`src/pkg/pcd_pkg.sv`:
```
// Constants shared by the management register group and its serial engine
package pcd_pkg;
    localparam logic [4:0]  PCD_OFS_INT      = 5'h1b;
    localparam logic [4:0]  PCD_OFS_DIAG     = 5'h1d;
    localparam logic [4:0]  PCD_OFS_XCVR     = 5'h1e;
    localparam logic [4:0]  PCD_OFS_CTRL     = 5'h1f;
    // Arbitrary default management address of this device
    localparam logic [4:0]  PCD_PHY_ADDR     = 5'h01;
    localparam logic [1:0]  PCD_OP_READ      = 2'h2;
    localparam logic [1:0]  PCD_OP_WRITE     = 2'h1;
    localparam logic [4:0]  PCD_HDR_LAST     = 5'h0c;
    localparam logic [4:0]  PCD_DATA_BITS    = 5'h10;
    localparam logic [4:0]  PCD_WR_LAST      = 5'h11;
    localparam int          PCD_IE_LSB       = 8;
    localparam int          PCD_DIAG_EN_BIT  = 15;
    localparam int          PCD_RESULT_LSB   = 13;
    localparam int          PCD_LED_MODE_LSB = 14;
    localparam int          PCD_POL_BIT      = 13;
    localparam int          PCD_FEF_BIT      = 12;
    localparam int          PCD_MDI_BIT      = 11;
    localparam int          PCD_RLOOP_BIT    = 7;
    localparam int          PCD_XSEL_BIT     = 15;
    localparam int          PCD_ILEVEL_BIT   = 9;
    localparam logic [7:0]  PCD_IE_RST       = 8'h00;
    localparam logic [7:0]  PCD_FLAGS_RST    = 8'h00;
    localparam logic [1:0]  PCD_LED_MODE_RST = 2'h0;
    localparam logic        PCD_RLOOP_RST    = 1'b0;
    localparam logic        PCD_XSEL_RST     = 1'b1;
    localparam logic        PCD_ILEVEL_RST   = 1'b0;
    localparam logic [1:0]  PCD_LED_MODE0    = 2'h0;
    localparam logic [1:0]  PCD_LED_MODE1    = 2'h1;
    localparam logic [1:0]  PCD_LED_MODE2    = 2'h2;
endpackage : pcd_pkg

```
`src/pkg/pcd_reg_if.sv`:
```
// Register access strobes between the serial engine and the register group
`timescale 1ns/1ns
interface pcd_reg_if;
    logic        rd_stb;
    logic        wr_stb;
    logic [4:0]  addr;
    logic [15:0] wdata;
    logic [15:0] rdata;
    modport engine (output rd_stb, output wr_stb, output addr, output wdata, input rdata);
    modport regs   (input rd_stb, input wr_stb, input addr, input wdata, output rdata);
endinterface : pcd_reg_if

```
`src/core/pcd_mdio_engine.sv`:
```
// Serial management frame engine: decodes frames, drives read data back
`timescale 1ns/1ns
module pcd_mdio_engine
    import pcd_pkg::*;
(
    input  wire logic   clk,
    input  wire logic   reset_n,
    input  wire logic   mdc,
    input  wire logic   mdio_in,
    output logic        mdio_out,
    output logic        mdio_oe_n,
    pcd_reg_if.engine   bus
);
    typedef enum logic [2:0] {S_IDLE, S_HDR, S_TURN, S_READ, S_WRITE} pcd_state_t;

    logic        mdc_s1, mdc_s2, mdc_s3, mdio_s1, mdio_s2;
    pcd_state_t  state, next_state;
    logic [4:0]  cnt, next_cnt;
    logic [17:0] shift, next_shift;
    logic [4:0]  addr, next_addr;
    logic        prev_one, next_prev_one;
    logic        drive_oe, next_drive_oe;
    logic        drive_bit, next_drive_bit;
    logic        rise;
    logic [12:0] hdr;

    // Clock takes three stages, the third for edge detection, and data two, so mdio_s2 lines up with the detected rise
    always_ff @(posedge clk or negedge reset_n) begin
        if (!reset_n) begin
            {mdc_s1, mdc_s2, mdc_s3, mdio_s1, mdio_s2} <= 5'h1f;
        end else begin
            {mdc_s1, mdc_s2, mdc_s3} <= {mdc, mdc_s1, mdc_s2};
            {mdio_s1, mdio_s2}       <= {mdio_in, mdio_s1};
        end
    end

    assign rise      = mdc_s2 & ~mdc_s3;
    assign hdr       = {shift[11:0], mdio_s2};
    assign bus.addr  = addr;
    assign bus.wdata = shift[15:0];
    assign mdio_out  = drive_bit;
    assign mdio_oe_n = ~drive_oe;

    always_comb begin
        next_state     = state;
        next_cnt       = cnt;
        next_shift     = shift;
        next_addr      = addr;
        next_prev_one  = prev_one;
        next_drive_oe  = drive_oe;
        next_drive_bit = drive_bit;
        bus.rd_stb     = 1'b0;
        bus.wr_stb     = 1'b0;
        if (rise) begin
            case (state)
                S_IDLE: begin
                    next_prev_one = mdio_s2;
                    if (prev_one && !mdio_s2) begin
                        next_state = S_HDR;
                        next_cnt   = 5'h00;
                    end
                end
                S_HDR: begin
                    next_shift = {shift[16:0], mdio_s2};
                    next_cnt   = cnt + 5'h01;
                    if (cnt == PCD_HDR_LAST) begin
                        next_state    = S_IDLE;
                        next_prev_one = 1'b0;
                        next_addr     = hdr[4:0];
                        next_cnt      = 5'h00;
                        if (hdr[12] && hdr[9:5] == PCD_PHY_ADDR) begin
                            if (hdr[11:10] == PCD_OP_READ) begin
                                next_state = S_TURN;
                            end else if (hdr[11:10] == PCD_OP_WRITE) begin
                                next_state = S_WRITE;
                            end
                        end
                    end
                end
                S_TURN: begin
                    // Snapshot taken here; flags cleared by this read are already copied
                    bus.rd_stb     = 1'b1;
                    next_shift     = {2'h0, bus.rdata};
                    next_drive_oe  = 1'b1;
                    next_drive_bit = 1'b0;
                    next_state     = S_READ;
                end
                S_READ: begin
                    next_cnt = cnt + 5'h01;
                    if (cnt == PCD_DATA_BITS) begin
                        // Count must not land on the write index, or idle would strobe a write
                        next_cnt      = 5'h00;
                        next_drive_oe = 1'b0;
                        next_state    = S_IDLE;
                    end else begin
                        next_drive_bit = shift[15];
                        next_shift     = {shift[16:0], 1'b0};
                    end
                end
                S_WRITE: begin
                    next_shift = {shift[16:0], mdio_s2};
                    next_cnt   = cnt + 5'h01;
                    if (cnt == PCD_WR_LAST) begin
                        // Count parks on the last index so the idle cycle raises the strobe
                        next_state = S_IDLE;
                        next_cnt   = PCD_WR_LAST;
                    end
                end
                default: next_state = S_IDLE;
            endcase
        end else if (state == S_IDLE && cnt == PCD_WR_LAST) begin
            // Write strobe one cycle after the last data bit is shifted in
            bus.wr_stb = 1'b1;
            next_cnt   = 5'h00;
        end
    end

    always_ff @(posedge clk or negedge reset_n) begin
        if (!reset_n) begin
            state     <= S_IDLE;
            cnt       <= 5'h00;
            shift     <= 18'h00000;
            addr      <= 5'h00;
            prev_one  <= 1'b0;
            drive_oe  <= 1'b0;
            drive_bit <= 1'b0;
        end else begin
            state     <= next_state;
            cnt       <= next_cnt;
            shift     <= next_shift;
            addr      <= next_addr;
            prev_one  <= next_prev_one;
            drive_oe  <= next_drive_oe;
            drive_bit <= next_drive_bit;
        end
    end
endmodule : pcd_mdio_engine

```
`src/core/pcd_regs.sv`:
```
// Interrupt, cable diagnostic and transceiver control register group
`timescale 1ns/1ns
module pcd_regs
    import pcd_pkg::*;
(
    input  wire logic        clk,
    input  wire logic        reset_n,
    input  wire logic        mdc,
    input  wire logic        mdio_in,
    output logic             mdio_out,
    output logic             mdio_oe_n,
    input  wire logic [7:0]  event_in,
    output logic             cable_test_start,
    input  wire logic        cable_test_done,
    input  wire logic [1:0]  cable_result,
    input  wire logic [8:0]  cable_fault_count,
    input  wire logic        polarity_reversed,
    input  wire logic        far_end_fault,
    input  wire logic        mdi_state,
    input  wire logic        link_up,
    input  wire logic        activity,
    input  wire logic        full_duplex,
    input  wire logic        collision,
    input  wire logic        speed_100,
    output logic             indicator_0,
    output logic             indicator_1,
    output logic             indicator_2,
    output logic             indicator_3,
    output logic             remote_loopback,
    output logic             crossover_algorithm_select,
    output logic             intr_pin
);
    import pcd_pkg::*;

    pcd_reg_if bus ();

    pcd_mdio_engine u_engine (
        .clk       (clk),
        .reset_n   (reset_n),
        .mdc       (mdc),
        .mdio_in   (mdio_in),
        .mdio_out  (mdio_out),
        .mdio_oe_n (mdio_oe_n),
        .bus       (bus)
    );

    logic [7:0]  ie, next_ie;
    logic [7:0]  flags, next_flags;
    logic        busy, next_busy;
    logic        start, next_start;
    logic [1:0]  result, next_result;
    logic [8:0]  fault_cnt, next_fault_cnt;
    logic [1:0]  led_mode, next_led_mode;
    logic        rloop, next_rloop;
    logic        xsel, next_xsel;
    logic        ilevel, next_ilevel;
    logic        irq, next_irq;
    logic [3:0]  ind, next_ind;
    logic        wr_int, wr_diag, wr_xcvr, wr_ctrl, rd_clear, any_irq;

    assign wr_int   = bus.wr_stb && bus.addr == PCD_OFS_INT;
    assign wr_diag  = bus.wr_stb && bus.addr == PCD_OFS_DIAG;
    assign wr_xcvr  = bus.wr_stb && bus.addr == PCD_OFS_XCVR;
    assign wr_ctrl  = bus.wr_stb && bus.addr == PCD_OFS_CTRL;
    assign rd_clear = bus.rd_stb && bus.addr == PCD_OFS_INT;
    assign any_irq  = |(flags & ie);

    assign cable_test_start           = start;
    assign remote_loopback            = rloop;
    assign crossover_algorithm_select = xsel;
    assign intr_pin                   = irq;
    assign {indicator_3, indicator_2, indicator_1, indicator_0} = ind;

    // Read mux; unmapped offsets and reserved bits read as zero
    always_comb begin
        bus.rdata = 16'h0000;
        case (bus.addr)
            PCD_OFS_INT:  bus.rdata = {ie, flags};
            PCD_OFS_DIAG: begin
                bus.rdata[PCD_DIAG_EN_BIT] = busy;
                bus.rdata[PCD_RESULT_LSB +: 2] = result;
                bus.rdata[8:0] = fault_cnt;
            end
            PCD_OFS_XCVR: begin
                bus.rdata[PCD_LED_MODE_LSB +: 2] = led_mode;
                bus.rdata[PCD_POL_BIT] = polarity_reversed;
                bus.rdata[PCD_FEF_BIT] = ~far_end_fault;
                bus.rdata[PCD_MDI_BIT] = mdi_state;
                bus.rdata[PCD_RLOOP_BIT] = rloop;
            end
            PCD_OFS_CTRL: begin
                bus.rdata[PCD_XSEL_BIT] = xsel;
                bus.rdata[PCD_ILEVEL_BIT] = ilevel;
            end
            default: bus.rdata = 16'h0000;
        endcase
    end

    always_comb begin
        next_ie        = ie;
        next_busy      = busy;
        next_start     = 1'b0;
        next_result    = result;
        next_fault_cnt = fault_cnt;
        next_led_mode  = led_mode;
        next_rloop     = rloop;
        next_xsel      = xsel;
        next_ilevel    = ilevel;
        // A new event in the clearing cycle survives the read
        next_flags = (rd_clear ? PCD_FLAGS_RST : flags) | event_in;
        if (wr_int) begin
            next_ie = bus.wdata[PCD_IE_LSB +: 8];
        end
        if (wr_diag && bus.wdata[PCD_DIAG_EN_BIT] && !busy) begin
            next_busy  = 1'b1;
            next_start = 1'b1;
        end
        if (cable_test_done && busy) begin
            next_busy      = 1'b0;
            next_result    = cable_result;
            next_fault_cnt = cable_fault_count;
        end
        if (wr_xcvr) begin
            next_led_mode = bus.wdata[PCD_LED_MODE_LSB +: 2];
            next_rloop    = bus.wdata[PCD_RLOOP_BIT];
        end
        if (wr_ctrl) begin
            next_xsel   = bus.wdata[PCD_XSEL_BIT];
            next_ilevel = bus.wdata[PCD_ILEVEL_BIT];
        end
        next_irq = ilevel ? any_irq : ~any_irq;
        case (led_mode)
            PCD_LED_MODE0: next_ind = {collision, full_duplex, speed_100,
                                       link_up & ~activity};
            PCD_LED_MODE1: next_ind = {activity, full_duplex | collision,
                                       speed_100, link_up};
            PCD_LED_MODE2: next_ind = {activity, full_duplex,
                                       link_up & speed_100, link_up & ~speed_100};
            default:       next_ind = 4'h0;
        endcase
    end

    always_ff @(posedge clk or negedge reset_n) begin
        if (!reset_n) begin
            ie        <= PCD_IE_RST;
            flags     <= PCD_FLAGS_RST;
            busy      <= 1'b0;
            start     <= 1'b0;
            result    <= 2'h0;
            fault_cnt <= 9'h000;
            led_mode  <= PCD_LED_MODE_RST;
            rloop     <= PCD_RLOOP_RST;
            xsel      <= PCD_XSEL_RST;
            ilevel    <= PCD_ILEVEL_RST;
            irq       <= 1'b1;
            ind       <= 4'h0;
        end else begin
            ie        <= next_ie;
            flags     <= next_flags;
            busy      <= next_busy;
            start     <= next_start;
            result    <= next_result;
            fault_cnt <= next_fault_cnt;
            led_mode  <= next_led_mode;
            rloop     <= next_rloop;
            xsel      <= next_xsel;
            ilevel    <= next_ilevel;
            irq       <= next_irq;
            ind       <= next_ind;
        end
    end
endmodule : pcd_regs

```
`config.mk`:
```
export PLATFORM = sky130hd
export DESIGN_NAME = pcd_regs
export DESIGN_NICKNAME = d
export VERILOG_FILES = /design/src/pkg/pcd_pkg.sv /design/src/pkg/pcd_reg_if.sv /design/src/core/pcd_mdio_engine.sv /design/src/core/pcd_regs.sv
export SDC_FILE = /design/constraint.sdc
export NUM_CORES = 1
export LEC_CHECK = 0
export BUFFER_PORTS_ARGS = -buffer_cell sky130_fd_sc_hd__buf_2
export CORE_MARGIN = 2
export CORE_UTILIZATION = 35
export CTS_BUF_LIST = sky130_fd_sc_hd__clkbuf_4 sky130_fd_sc_hd__clkbuf_8
export CTS_CLUSTER_DIAMETER = 100
export CTS_CLUSTER_SIZE = 12
export DETAILED_ROUTE_END_ITERATION = 6
export PLACE_DENSITY = 0.54
export SLEW_MARGIN = 20
export SYNTH_ARGS = -nofsm -noshare
export SYNTH_HDL_FRONTEND = slang
export SYNTH_SLANG_ARGS = --single-unit
```
`constraint.sdc`:
```
create_clock -name clk -period 1.83 [get_ports clk]
set_input_delay 0.2745 -clock clk [delete_from_list [all_inputs] [get_ports clk]]
set_output_delay 0.2745 -clock clk [all_outputs]
set_load 0.02 [all_outputs]
```
; ---- Word-level counts from Yosys, hierarchy flattened
; Index checks and enable logic that the tools add are counted.
[word_totals]
out_inout_bits = 10
input_bits = 32
reg_bits = 76
word_cells = 131
[op_classes]
n_mux = 41
eq_ne = 23
n_reduce_logical = 29
n_addsub = 1
n_bitwise = 13
[op_table]
columns = cell, n
row1 = $pmux 16 s3, 1
row2 = $eq 5x5->1 const B, 6
row3 = $mux 5, 6
row4 = $mux 3, 7
row5 = $pmux 5 s4, 1
row6 = $reduce_and 3->1, 6
row7 = $mux 16, 1
row8 = $pmux 3 s5, 1
row9 = $pmux 7 s2, 1
row10 = $mux 1, 12
row11 = $pmux 4 s3, 1
row12 = $logic_and 1x1->1, 11
row13 = $pmux 1 s2, 5
row14 = $and 8x8->8, 1
row15 = $mux 8, 1
row16 = $ne 2x1->1 const B, 4
row17 = $or 8x8->8, 1
row18 = $reduce_bool 2->1, 4
row19 = $reduce_or 8->1, 1
row20 = $eq 3x2->1 const B, 2
row21 = $not 1->1, 6
row22 = $pmux 2 s3, 1
row23 = $add 5x1->5 const B, 1
row24 = $eq 5x1->1 const B, 1
row25 = 19 further kinds, 25

; ---- Logic depth before layout (Yosys ltp)
[logic_depth]
ltp_word = 9
depth_mapped = 7

; ---- Cells and area by module
; A second synthesis with hierarchy kept.
[unflattened]
cells_unflattened = 311
hier_area_um2 = 3709.8
[modules_own_cells]
columns = module, n_inst, cells_per_inst, area_each_um2, seq_area_each_um2
row1 = pcd_mdio_engine, 1, 174, 1899.3, 932.1
row2 = pcd_regs, 1, 137, 1810.5, 978.4

; ---- Worst setup path after synthesis
; OpenSTA, ideal clock, no wires.
[synth_path]
path_kind = register to register
from = register u_engine.cnt[1]
to = register led_mode[1]
t_required_ps = 1705
setup_ps = 125
t_arrival_ps = 1667
path_buffers = 0
path_slack_ps = 38
path_stages_with_launch = 7
path_cell_list = dfrtp_1 > inv_1 > ha_1 > and4bb_2 > nand3_1 > nor3_1 > mux2_2
[synth_between]
elab_chain_len = 5
[synth_lines]
columns = element, line_no
row1 = start: declaration, pcd_mdio_engine.sv:18  ; logic [4:0] cnt, next_cnt;
row2 = start signal: assignment, pcd_mdio_engine.sv:129  ; cnt <= next_cnt;
row3 = $eq 5x5->1, pcd_mdio_engine.sv:111  ; end else if (state == S_IDLE && cnt == PCD_WR_LAST) begin
row4 = $logic_and 1x1->1, pcd_mdio_engine.sv:111
row5 = $mux 1, pcd_mdio_engine.sv:111
row6 = $mux 1, pcd_mdio_engine.sv:54  ; if (rise) begin
row7 = $logic_and 1x1->1, pcd_regs.sv:63  ; assign wr_xcvr = bus.wr_stb && bus.addr == PCD_OFS_XCVR;
row8 = end signal: assignment, pcd_regs.sv:164  ; led_mode <= next_led_mode;
row9 = end: declaration, pcd_regs.sv:53  ; logic [1:0] led_mode, next_led_mode;
; No other way between the ends.
; A chain may end at the register's enable or synchronous reset.

; ---- Worst setup path in the final report
[layout_path]
from = register u_engine.cnt[1]
to = register u_engine.state[1]
[layout_between]
elab_chain_len = 3
[layout_lines]
columns = element, line_no
row1 = "$eq 5x5->1, or another cell as far along", pcd_mdio_engine.sv:103  ; if (cnt == PCD_WR_LAST) begin
row2 = $ne 2x1->1 (no source line), n/a
row3 = $reduce_and 5->1 (no source line) (*), n/a
row4 = end signal: assignment, pcd_mdio_engine.sv:128  ; state <= next_state;
row5 = end: declaration, pcd_mdio_engine.sv:17  ; pcd_state_t state, next_state;
; Mark *: on every way between the ends. The rest lies on a longest branch, timed or not.

==> flow_summary_export.csv <==
group,metric,value,unit
clocking,clk_pin_slew,0.08,ns
timing,skew,0.0113,ns
clocking,cts-htree-levels,3,
synth,syn_area,3760,µm²
clocking,numCtsBuffers,9,
timing,relSlewSlack,0.665,
worst_setup_path,cp.arrival,2.10,ns
final_layout,layout_common_cells,"69 x dfrtp_1, 40 x buf_2, 35 x buf_4",
synth,ys_ff_latch,76,
global_routing,grt_pass1_vias,3091,
timing,tns,0,ns
detailed_routing,vias,3021,
worst_setup_path,worstSetupEndpointType,"register",
timing,drv_slew,0,
outcome,outcome,"finished, final reports clean",
placement,io_buffers,41,
synth,async_flop_share,1.00,
timing,post-route-period-util,0.992,
worst_setup_path,start_kind,"register",
synth,synth_cell_types,60,
synth,avgSynthCellArea,10.9,µm²
clocking,cts_tree,"done",
power_and_ir_drop,power.leakage,0.00206,µW
job,timing.max_cap.violations,0,
worst_setup_path,cpPeakStageDelay,0.50,ns
placement,place_inst,538,
final_layout,layout-drive-gt1-share,0.365,
floorplan,die_h,108,µm
clocking,clockBufferDepth,2,
global_routing,grt-ovfl-total,0,
timing,hold_viol,0,
worst_setup_path,path_cells,"inv_2 > ha_1 > and4bb_2 > o22ai_4 > buf_6 > or4_4 > nand2_2",
synth,syn-instance-count,346,
global_routing,grt_pass1_wl,15.8,mm
timing,tightest_slew,0.503,ns
timing,setup_viol,0,
detailed_routing,via_per_inst,5.41,
synth,yosys_warnings,0,
detailed_routing,drc,0,
timing,fin_crit,1.82,ns
floorplan,start_util,0.363,
clocking,clock-sinks,76,
power_and_ir_drop,p_per_area,910,nW/µm²
timing,rsz0062_at_grt,"true",
final_layout,nNetsFinal,452,
hold_path,hold_path.class,"in2reg",
detailed_routing,wl_per_cell,17.3,µm
placement,gp_congestion,0.842,
worst_setup_path,cpMaxStageDelayCell,"or4_4",
placement,hpwl,7.03,mm
final_layout,area_growth,23.7,%
final_layout,n_antenna_cell,0,
global_routing,antenna_found_initial,0,
worst_setup_path,critPathRequiredTime,2.11,ns
floorplan,die_w,108,µm
worst_setup_path,crit_buf_inv,2,
detailed_routing,firstDrtPassIters,4,
synth,synth_edf_count,0,
floorplan,ios,42,
detailed_routing,ant_nets,0,
worst_setup_path,worstSetupPathType,"reg2reg",
detailed_routing,routed_wl,9.66,mm
synth,ys_seq_area_frac,0.507,
power_and_ir_drop,finalPower,4240,µW
synth,syn-num-nets,381,
synth,synth_flop_cell,"dfrtp_1",
final_layout,layout_commonest_cell,"dfrtp_1",
global_routing,grt_max_degree,38,
worst_setup_path,critical-path-top-delay-family,"simple AND/OR/NAND/NOR gates",
final_layout,fin_cells,558,
final_layout,fin_util,0.449,
detailed_routing,drt-initial-drc-count,191,
worst_setup_path,path_max_fanout,4,
floorplan,die_area,11600,µm²
power_and_ir_drop,ir_drop,0.000405,V
floorplan,core_area,10400,µm²
timing,max_freq,0.551,GHz
floorplan,fp-row-count,37,
timing,worst_hold_slack,0.0291,ns
clocking,clock_latency,0.35,ns
clocking,cts-root-buf,"clkbuf_8",
global_routing,grt_usage,0.177,
## stage by stage
stage | area [µm²] | worst slack (ns)
detailed placement | 4340 | -0.113
CTS | 4570 | 0.00305
global placement | 4340 | -0.0160
finish | 4660 | 0.0145
floorplan | 3760 | 0.0378
global route | 4660 | -0.0525
## layer usage
metal,vias to the layer above,track usage,wire [µm],part of all wire
li1,1449,-,-,-
met1,1505,0.239,4480,0.46
met2,62,0.288,4650,0.48
met3,5,0.0454,466,0.048
met4,0,0.0366,68,0.0070
met5,-,0,0,0
## area by class of cell
type	count	area [µm²]
Clock buffer	10	138
Clock inverter	6	70.1
Fill cell	1023	5710
Sequential cell	76	1910
Timing Repair Buffer	80	544
Tap cell	136	170
Multi-Input combinational cell	235	1770
Inverter	15	56.3
## what timing repair did
item,in CTS,in global routing
endpoints found under the hold margin,28,0
hold buffers,1,0
gates resized for setup,3,20
endpoints found under the setup margin,8,30
buffers inserted,0,3
pin swaps,0,3
## path summary, 6_finish.rpt
check	start	to	slack (ns)	cells after the start
max in group asynchronous	reset_n	u_engine.bus.addr[4]	0.83	3
max	u_engine.cnt[1]	u_engine.state[1]	0.01	7
min reg2reg	u_engine.mdc_s1	u_engine.mdc_s2	0.35	0
min	mdc	u_engine.mdc_s1	0.03	1
min in group asynchronous	reset_n	u_engine.cnt[1]	0.44	2
max reg2reg	u_engine.cnt[1]	u_engine.state[1]	0.01	7
## power by group
| part | switching (µW) | internal [µW] | total [µW] |
|---|---|---|---|
| sequential | 157 | 1850 | 2000 |
| clock | 657 | 680 | 1340 |
| combinational | 494 | 400 | 895 |
| total | 1310 | 2930 | 4240 |
## flip-flops by register name (all words and copies together) (netlist names), 2 cells and up
signal             count
fault_cnt              9
flags                  8
ie                     8
ind                    4
led_mode               2
result                 2
u_engine.bus.addr      5
u_engine.cnt           5
u_engine.shift        16
u_engine.state         3
## synth_stat cells (2+ instances only)
| library cell | count | area share |
|---|---|---|
| o21ai_0 | 23 | 0.031 |
| ha_1 | 3 | 0.010 |
| dfstp_2 | 7 | 0.049 |
| nor2_1 | 17 | 0.017 |
| nand3_1 | 9 | 0.012 |
| nor3b_1 | 6 | 0.012 |
| nand4_1 | 5 | 0.0083 |
| nor2b_1 | 7 | 0.012 |
| a211oi_1 | 5 | 0.010 |
| clkbuf_1 | 8 | 0.0080 |
| a21o_1 | 10 | 0.020 |
| nand2_1 | 17 | 0.017 |
| buf_2 | 8 | 0.011 |
| buf_6 | 2 | 0.0060 |
| and3_1 | 9 | 0.015 |
| o211ai_1 | 3 | 0.0060 |
| o31ai_1 | 12 | 0.024 |
| inv_1 | 15 | 0.015 |
| o21ai_1 | 2 | 0.0027 |
| nor4_1 | 2 | 0.0033 |
| dfrtp_1 | 69 | 0.46 |
| xnor2_1 | 3 | 0.0070 |
| and4bb_2 | 2 | 0.0066 |
| a22oi_1 | 5 | 0.010 |
| a2bb2oi_1 | 3 | 0.0070 |
| o22ai_1 | 3 | 0.0050 |
| nor3_1 | 9 | 0.012 |
| a221oi_1 | 10 | 0.023 |
| mux2_2 | 28 | 0.084 |
| mux2i_1 | 3 | 0.0080 |
| o311ai_0 | 4 | 0.0093 |
| nand2b_1 | 2 | 0.0033 |
| a21oi_1 | 8 | 0.011 |
## logic make-up after synthesis
family          Yosys count  synth area share
compound gates          102             0.194
mux                      31            0.0917
buf+inv                  35            0.0429
flops                    76             0.507
simple gates             95             0.145
fa+ha+maj                 3           0.00997
xor+xnor                  4           0.00931
(Power assumes the default switching activity.)
